--- src/fecb_pkg.sv ---
// Purpose: shared constants and types for the fault enable and switch config bank
// Assumes: 10 MHz clock, APB register access, 32-bit data
// Notes: offsets are byte addresses on the low eight address bits
package fecb_pkg;
   // register byte offsets
   localparam logic [7:0] OFF_INT = 8'h00;
   localparam logic [7:0] OFF_TOS = 8'h04;
   localparam logic [7:0] OFF_OPT = 8'h08;
   localparam logic [7:0] OFF_PF = 8'h0c;
   localparam logic [7:0] OFF_SW = 8'h10;
   // reset values
   localparam logic [7:0] RST_INT = 8'h07;
   localparam logic [7:0] RST_TOS = 8'h00;
   localparam logic [7:0] RST_OPT = 8'h0d;
   // options bits 7:6 are reserved and read zero
   localparam logic [7:0] OPT_MASK = 8'h3f;
   // internal fault enable bit positions
   localparam int BIT_CMD = 7;
   localparam int BIT_MUX = 6;
   localparam int BIT_GND = 5;
   localparam int BIT_VREF = 4;
   localparam int BIT_LFO = 3;
   localparam int BIT_IROM = 2;
   localparam int BIT_DROM = 1;
   localparam int BIT_OTP = 0;
   // stack sum enable and its cause bit in the latched failure word
   localparam int BIT_TOS = 0;
   localparam int BIT_PF_TOS = 8;
   // option bit positions
   localparam int BIT_INIT_OFF = 5;
   localparam int BIT_PREDISCHARGE_SWITCH_ENABLE = 4;
   localparam int BIT_CTRL_EN = 3;
   localparam int BIT_HOST_EN = 2;
   localparam int BIT_SLEEP_CHG = 1;
   localparam int BIT_SERIES = 0;
   // predischarge on-time before the discharge switch
   localparam int unsigned PREDISCHARGE_SWITCH_TIME_MS = 50;
   localparam int unsigned CLK_PERIOD_NS = 100;
   localparam int unsigned PREDISCHARGE_SWITCH_CYCLES = (PREDISCHARGE_SWITCH_TIME_MS * 1000000) / CLK_PERIOD_NS;
   localparam int TMR_W = 20;

   typedef enum logic [1:0]
   {
      ST_OFF = 2'b00,
      ST_PRE = 2'b01,
      ST_ON = 2'b10
   } fecb_st_t;

   typedef struct packed
   {
      logic [7:0] internal;
      logic stack_sum;
   } fecb_fault_t;

   typedef struct packed
   {
      logic chg;
      logic dsg;
   } fecb_pair_t;

   typedef struct packed
   {
      logic [7:0] int_en;
      logic tos_en;
      logic [7:0] opt;
      logic [8:0] pf;
      logic host_allow;
      logic host_seen;
      fecb_st_t st;
      logic [TMR_W-1:0] tmr;
      logic [31:0] rdata;
      fecb_pair_t sw;
      logic predischarge_switch;
   } fecb_state_t;
endpackage

--- src/fecb_top.sv ---
// Purpose: fault escalation enables and power switch option bank with switch gating
// Assumes: all inputs except the APB pins come from logic on mclk_in
// Notes: pf cause bits are write-one-to-clear; a new fault in the clear cycle wins
//
// The implementer's own choices: the placing of the registers and the APB interface to the registers.
module fecb_top
   import fecb_pkg::*;
#(
   parameter int unsigned PREDISCHARGE_SWITCH_CYC = PREDISCHARGE_SWITCH_CYCLES
)
(
   input wire logic mclk_in,
   input wire logic rst_n_in,
   input wire logic psel_in,
   input wire logic penable_in,
   input wire logic pwrite_in,
   input wire logic [7:0] paddr_in,
   input wire logic [31:0] pwdata_in,
   output logic [31:0] prdata_out,
   output logic pready_out,
   output logic pslverr_out,
   input wire fecb_fault_t fault_in,
   input wire logic host_cmd_valid_in,
   input wire logic host_cmd_allow_in,
   input wire logic sleep_in,
   input wire fecb_pair_t want_in,
   input wire fecb_pair_t diode_cur_in,
   output logic chg_on_out,
   output logic dsg_on_out,
   output logic predischarge_switch_out,
   output logic pf_latched_out
);

   fecb_state_t s_r;
   fecb_state_t s_nxt;
   logic wr;
   logic setup;
   logic en;
   logic series;
   logic dsg_want;
   logic chg_allowed;
   logic [8:0] hit;
   logic [8:0] clr;

   // address match against one register offset
   function automatic logic at(input logic [7:0] a, input logic [7:0] off);
      at = (a == off);
   endfunction

   function automatic logic mapped(input logic [7:0] a);
      mapped = at(a, OFF_INT) | at(a, OFF_TOS) | at(a, OFF_OPT) | at(a, OFF_PF) | at(a, OFF_SW);
   endfunction

   // bus strobes; the slave never waits
   assign setup = psel_in & ~penable_in;
   assign wr = psel_in & penable_in & pwrite_in & mapped(paddr_in);
   assign pready_out = 1'b1;
   assign pslverr_out = psel_in & penable_in & ~mapped(paddr_in);
   assign prdata_out = s_r.rdata;

   // a latched failure drops every switch, whatever the options say
   assign en = s_r.opt[BIT_CTRL_EN] & s_r.host_allow & ~(|s_r.pf);
   assign series = s_r.opt[BIT_SERIES];
   assign dsg_want = en & want_in.dsg;
   assign chg_allowed = en & ~(sleep_in & ~s_r.opt[BIT_SLEEP_CHG]);

   // escalation only through enabled causes
   assign hit = {fault_in.stack_sum & s_r.tos_en, fault_in.internal & s_r.int_en};
   assign clr = (wr && at(paddr_in, OFF_PF)) ? pwdata_in[8:0] : 9'h000;

   always_comb
   begin
      s_nxt = s_r;
      // configuration writes
      if (wr && at(paddr_in, OFF_INT))
      begin
         s_nxt.int_en = pwdata_in[7:0];
      end
      if (wr && at(paddr_in, OFF_TOS))
      begin
         s_nxt.tos_en = pwdata_in[BIT_TOS];
      end
      if (wr && at(paddr_in, OFF_OPT))
      begin
         s_nxt.opt = pwdata_in[7:0] & OPT_MASK;
         // until the host speaks, the start-off bit sets the host state
         if (!s_r.host_seen)
         begin
            s_nxt.host_allow = ~pwdata_in[BIT_INIT_OFF];
         end
      end
      // set wins over clear so no fault is lost
      s_nxt.pf = (s_r.pf & ~clr) | hit;
      // host override, dropped when disabled
      if (host_cmd_valid_in && s_r.opt[BIT_HOST_EN])
      begin
         s_nxt.host_allow = host_cmd_allow_in;
         s_nxt.host_seen = 1'b1;
      end
      // read data captured in setup, shown in access
      if (setup)
      begin
         s_nxt.rdata = 32'h0000_0000;
         if (at(paddr_in, OFF_INT))
         begin
            s_nxt.rdata[7:0] = s_r.int_en;
         end
         if (at(paddr_in, OFF_TOS))
         begin
            s_nxt.rdata[BIT_TOS] = s_r.tos_en;
         end
         if (at(paddr_in, OFF_OPT))
         begin
            s_nxt.rdata[7:0] = s_r.opt;
         end
         if (at(paddr_in, OFF_PF))
         begin
            s_nxt.rdata[8:0] = s_r.pf;
         end
         if (at(paddr_in, OFF_SW))
         begin
            s_nxt.rdata[5:0] = {s_r.st, s_r.host_allow, s_r.predischarge_switch, s_r.sw.dsg, s_r.sw.chg};
         end
      end
      // discharge sequencing with optional predischarge
      unique case (s_r.st)
         ST_OFF:
         begin
            s_nxt.tmr = '0;
            if (dsg_want)
            begin
               s_nxt.st = s_r.opt[BIT_PREDISCHARGE_SWITCH_ENABLE] ? ST_PRE : ST_ON;
            end
         end
         ST_PRE:
         begin
            if (!dsg_want)
            begin
               s_nxt.st = ST_OFF;
            end
            else if (s_r.tmr >= TMR_W'(PREDISCHARGE_SWITCH_CYC - 1))
            begin
               s_nxt.st = ST_ON;
            end
            else
            begin
               s_nxt.tmr = s_r.tmr + TMR_W'(1);
            end
         end
         ST_ON:
         begin
            if (!dsg_want)
            begin
               s_nxt.st = ST_OFF;
            end
         end
         default:
         begin
            s_nxt.st = ST_OFF;
         end
      endcase
      // body diode help only in series mode, and only with the partner on
      s_nxt.sw.chg = chg_allowed & (want_in.chg | (series & s_r.sw.dsg & diode_cur_in.chg));
      s_nxt.sw.dsg = (s_nxt.st == ST_ON) | (en & series & s_r.sw.chg & diode_cur_in.dsg);
      s_nxt.predischarge_switch = (s_nxt.st == ST_PRE);
   end

   // single state register
   always_ff @(posedge mclk_in or negedge rst_n_in)
   begin
      if (!rst_n_in)
      begin
         s_r <= '0;
         s_r.int_en <= RST_INT;
         s_r.tos_en <= RST_TOS[BIT_TOS];
         s_r.opt <= RST_OPT;
         s_r.host_allow <= ~RST_OPT[BIT_INIT_OFF];
         s_r.st <= ST_OFF;
      end
      else
      begin
         s_r <= s_nxt;
      end
   end

   // switch outputs straight from flops; failure output is the OR of the pf flops
   assign chg_on_out = s_r.sw.chg;
   assign dsg_on_out = s_r.sw.dsg;
   assign predischarge_switch_out = s_r.predischarge_switch;
   assign pf_latched_out = |s_r.pf;
endmodule
--- config.mk ---
export PLATFORM = sky130hd
export DESIGN_NAME = fecb_top
export DESIGN_NICKNAME = d
export VERILOG_FILES = /design/src/fecb_pkg.sv /design/src/fecb_top.sv
export SDC_FILE = /design/constraint.sdc
export NUM_CORES = 1
export LEC_CHECK = 0
export BUFFER_PORTS_ARGS = -buffer_cell sky130_fd_sc_hd__clkbuf_2
export CAP_MARGIN = 5
export CORE_MARGIN = 5
export CORE_UTILIZATION = 50
export DETAILED_ROUTE_END_ITERATION = 8
export PLACE_DENSITY = 0.78
export SYNTH_ARGS = -nofsm -noshare
export SYNTH_HDL_FRONTEND = slang
export SYNTH_SLANG_ARGS = --single-unit
--- constraint.sdc ---
create_clock -name mclk_in -period 5.2 [get_ports mclk_in]
set_input_delay 0.78 -clock mclk_in [delete_from_list [all_inputs] [get_ports mclk_in]]
set_output_delay 0.78 -clock mclk_in [all_outputs]
set_load 0.05 [all_outputs]
# Word level (Yosys, flattened, before mapping)
# Cells that the tools add are included.
# word_totals
reg_bits,60
inputBits,61
out_inout_bits,38
word_cells,88
# op_classes
n_addsub,1
magnitude_cmp,1
eq_ne,11
mux,18
bitwise_logic,33
n_reduce_logical,12
# op_table
operator,n
$mux 20,2
$pmux 20 s2,1
$add 20x1->20 const B,1
$ge 20x19->1 const B,1
$mux 9,2
$and 1x1->1,17
$eq 8x4->1 const B,2
$mux 8,2
$mux 2,6
$and 9x9->9,1
$not 9->9,1
$or 9x9->9,1
$reduce_or 9->1,1
$and 8x8->8,1
$eq 8x3->1 const B,1
$eq 8x5->1 const B,1
$logic_not 8->1,1
$mux 6,1
$not 1->1,6
$or 1x1->1,6
$pmux 2 s3,1
$logic_and 1x1->1,5
$eq 2x1->1 const B,2
$eq 2x2->1 const B,2
7 further kinds,11

# Depth between registers and ports, before layout
# logic_depth
depth_word,11
mapped_depth,9

# Least setup slack after synthesis
# OpenSTA, ideal clock, no wires.
# synth_timing
path_type,input-to-output
start,in paddr_in[5]
end,out pslverr_out
arrival_ns,2.173
required_ns,4.420
path_slack_ns,2.247
path_stages,3
cell_sequence,or4_4 nor3_1 nor3_1
# synth_between
elab_chain_len,7
word_cells_on_any_way,11
classes_between,4 x eq/ne; 6 x bitwise; 1 x reduce/logical
# synth_rtl
element,line_no,rtl
"start, declared",fecb_top.sv:17,"input wire logic [7:0] paddr_in,"
$eq 8x3->1 / $logic_not 8->1 (equally long branches),fecb_top.sv:47,at = (a == off);
$or 1x1->1 (3 in series),fecb_top.sv:51,"mapped = at(a, OFF_INT) | at(a, OFF_TOS) | at(a, OFF_OPT) | at(a, OFF_PF) | at(a, OFF_SW);"
$or 1x1->1 *,fecb_top.sv:51,
$not 1->1 *,fecb_top.sv:58,assign pslverr_out = psel_in & penable_in & ~mapped(paddr_in);
$and 1x1->1 *,fecb_top.sv:58,
"end, declared",fecb_top.sv:21,"output logic pslverr_out,"
# Mark *: on every way between the ends. The rest lies on a longest branch, timed or not.

# Worst setup path in the final report
# layout_timing
start,in paddr_in[2]
end,out pslverr_out
# Same word-level chain as after synthesis.

==> flow_summary.toml <==
[status]
outcome = "finished, final reports clean"

[drt]
via_per_inst = 5.65
drt_iter0_drc = 175
first_pass_iters = 4
ant_nets = 0
wirelength_um = 7100
vias = 2526
drc_errors = 0
wire_per_inst_um = 15.9

[floorplanning]
initial_core_util = 0.514
io-pin-count = 99
die-area_um2 = 8290
die_y_um = 91.0
coreArea_um2 = 6390
die_x_um = 91.0
row_count = 29

[sta]
clock_skew_ns = 0.00798
rsz0062_at_grt = "no"
finalSetupViolations = 0
slew_headroom = 0.510
worst_pin_slew_ns = 0.734
period_share = 0.643
drv_slew = 0
hold_viol_final = 0
fmaxAchievable_ghz = 0.299
fin_crit_ns = 3.34
fin_tns_setup_ns = 0

[cells_and_area]
final_cell_mix = "53 x dfrtp_1, 51 x clkbuf_2, 33 x nand2_1"
nNetsFinal = 427
area_growth_pct = 10.3
num_antenna_cells = 0
instances_no_fill = 447
drive_above_1_share = 0.289
layout_commonest_cell = "dfrtp_1"
final_area_um2 = 3620

[worst_setup_path]
r2r_cells = 5
rrSetupSlack_ns = 2.62
end_kind = "output port"
crit_fanout = 13
reg2reg_to = "s_r[43]"
crit_required_ns = 4.42
path_class = "input port to output port"
cp.arrival_ns = 2.56
r2r_start = "s_r[64]"
startpoint_type = "input port"

[clocking]
cts_buffers = 9
cts_buffer_depth = 2
cts.sinks = 60
root_buffer = "clkbuf_8"
clkTransAtPathRegs_ns = 0.07
clk_latency_ns = 0.35
cts_tree = "built"
htreeDepth = 3
cts_hold_buffers = 0
post_cts_buffers = 0
cts_resized = 0

[placement]
dp_hpwl_um = 5130
portBuffers = 51
place_inst = 431
gp_congestion = 0.852
dpl-instance-area_um2 = 3420

[pwr]
ir_worst_vdd_uv = 168
p_per_area_nw_per_um2 = 296
total_leakage_power_nw = 1.67

[synthesis]
synth_edf_count = 0
syn_area_um2 = 3280
synthCells = 323
ys.flop_type = "dfrtp_1"
synth.avg_cell_area_um2 = 10.2
synthDistinctLibCells = 49
ys_ff_latch = 60
synth_warnings = 0
synth-seq-area-share = 0.460
synthArstFlopShare = 1.00

[worst_hold_path]
min_to = "prdata_out[1]"
hold_depth = 2
min_from = "prdata_out[1]"
min_path_type = "flip-flop to flip-flop"

[grt]
grt_pass1_wl_um = 11800
groute.usage.overall = 0.173
antenna_found_initial = 0
grt_pass1_vias = 2411
grt_max_degree = 61
grt-ovfl-total = 0

[run]
maxCapViolations = 0
cell type report:
class / count / area, µm²
fillers: 549 / 2770
multi-input cells: 239 / 1530
flip-flops and latches: 60 / 1510
repair buffers: 53 / 270
clock buffers: 12 / 155
well taps: 77 / 96.3
clock inverters: 4 / 47.5
inverters: 2 / 7.51
cell families after synthesis:
logic type,share of synthesized area
xor+xnor,0.0133
fa+ha+maj,0.00381
flops,0.460
other cells,0.00229
buf+inv,0.0979
simple gates,0.213
mux,0.0785
compound gates,0.131
worst max path at each step:
stage	from	end	slack, ns	cells past startpoint
4_1_cts	paddr_in[2]	pslverr_out	1.84	6
5_1_grt	paddr_in[2]	pslverr_out	1.68	6
3_5_place_dp	paddr_in[2]	pslverr_out	1.85	6
6_report	paddr_in[2]	pslverr_out	1.86	6
3_3_place_gp	paddr_in[2]	pslverr_out	1.90	6
2_1_floorplan	paddr_in[5]	pslverr_out	2.25	3
registers in the layout (all words and copies together), names as in the netlist:
signal and flops:
s_r 48, prdata_out 9, chg_on_out 1, dsg_on_out 1, predischarge_switch_out 1
metal layers:
metal | vias to the layer above | global-route usage | routed length, µm
met3 | 16 | 0.0380 | 462
li1 | 1217 | - | -
met4 | 0 | 0.0819 | 189
met2 | 95 | 0.259 | 3330
met1 | 1198 | 0.240 | 3120
met5 | - | 0 | 0
cells in the mapped netlist, types with 8 or more instances:
cell type	n	area share
dfrtp_1	53	0.40
buf_4	33	0.075
nand2_1	33	0.038
mux2_2	20	0.069
o21ai_0	19	0.029
a22o_1	16	0.043
nand3_1	14	0.021
nor2_1	14	0.016
or3_1	11	0.021
a21oi_1	10	0.015
nand4_1	8	0.015
through the flow:
step / utilization / hold WS, ns / worst slack (ns) / power (mW)
after global routing: 0.567 / 0.530 / 1.68 / 1.11
final: 0.567 / 0.485 / 1.86 / 1.07
after CTS: 0.567 / 0.494 / 1.84 / 1.08
after floorplan: - / 0.451 / 2.25 / 0.615
after global placement: 0.535 / 0.467 / 1.90 / 0.642
after detailed placement: 0.535 / 0.474 / 1.85 / 0.645
worst max-delay path, stage by stage:
cell and delay, ns:
clkbuf_2 0.21, nor2_1 0.53, nand2_1 0.10, nor3_1 0.57, nor3_1 0.09, clkbuf_2 0.27
where the power goes:
group          internal, mW  switching (mW)
clock network         0.246           0.189
registers             0.484          0.0177
logic                0.0406          0.0959
No activity file was read; power rests on OpenSTA's default activity.
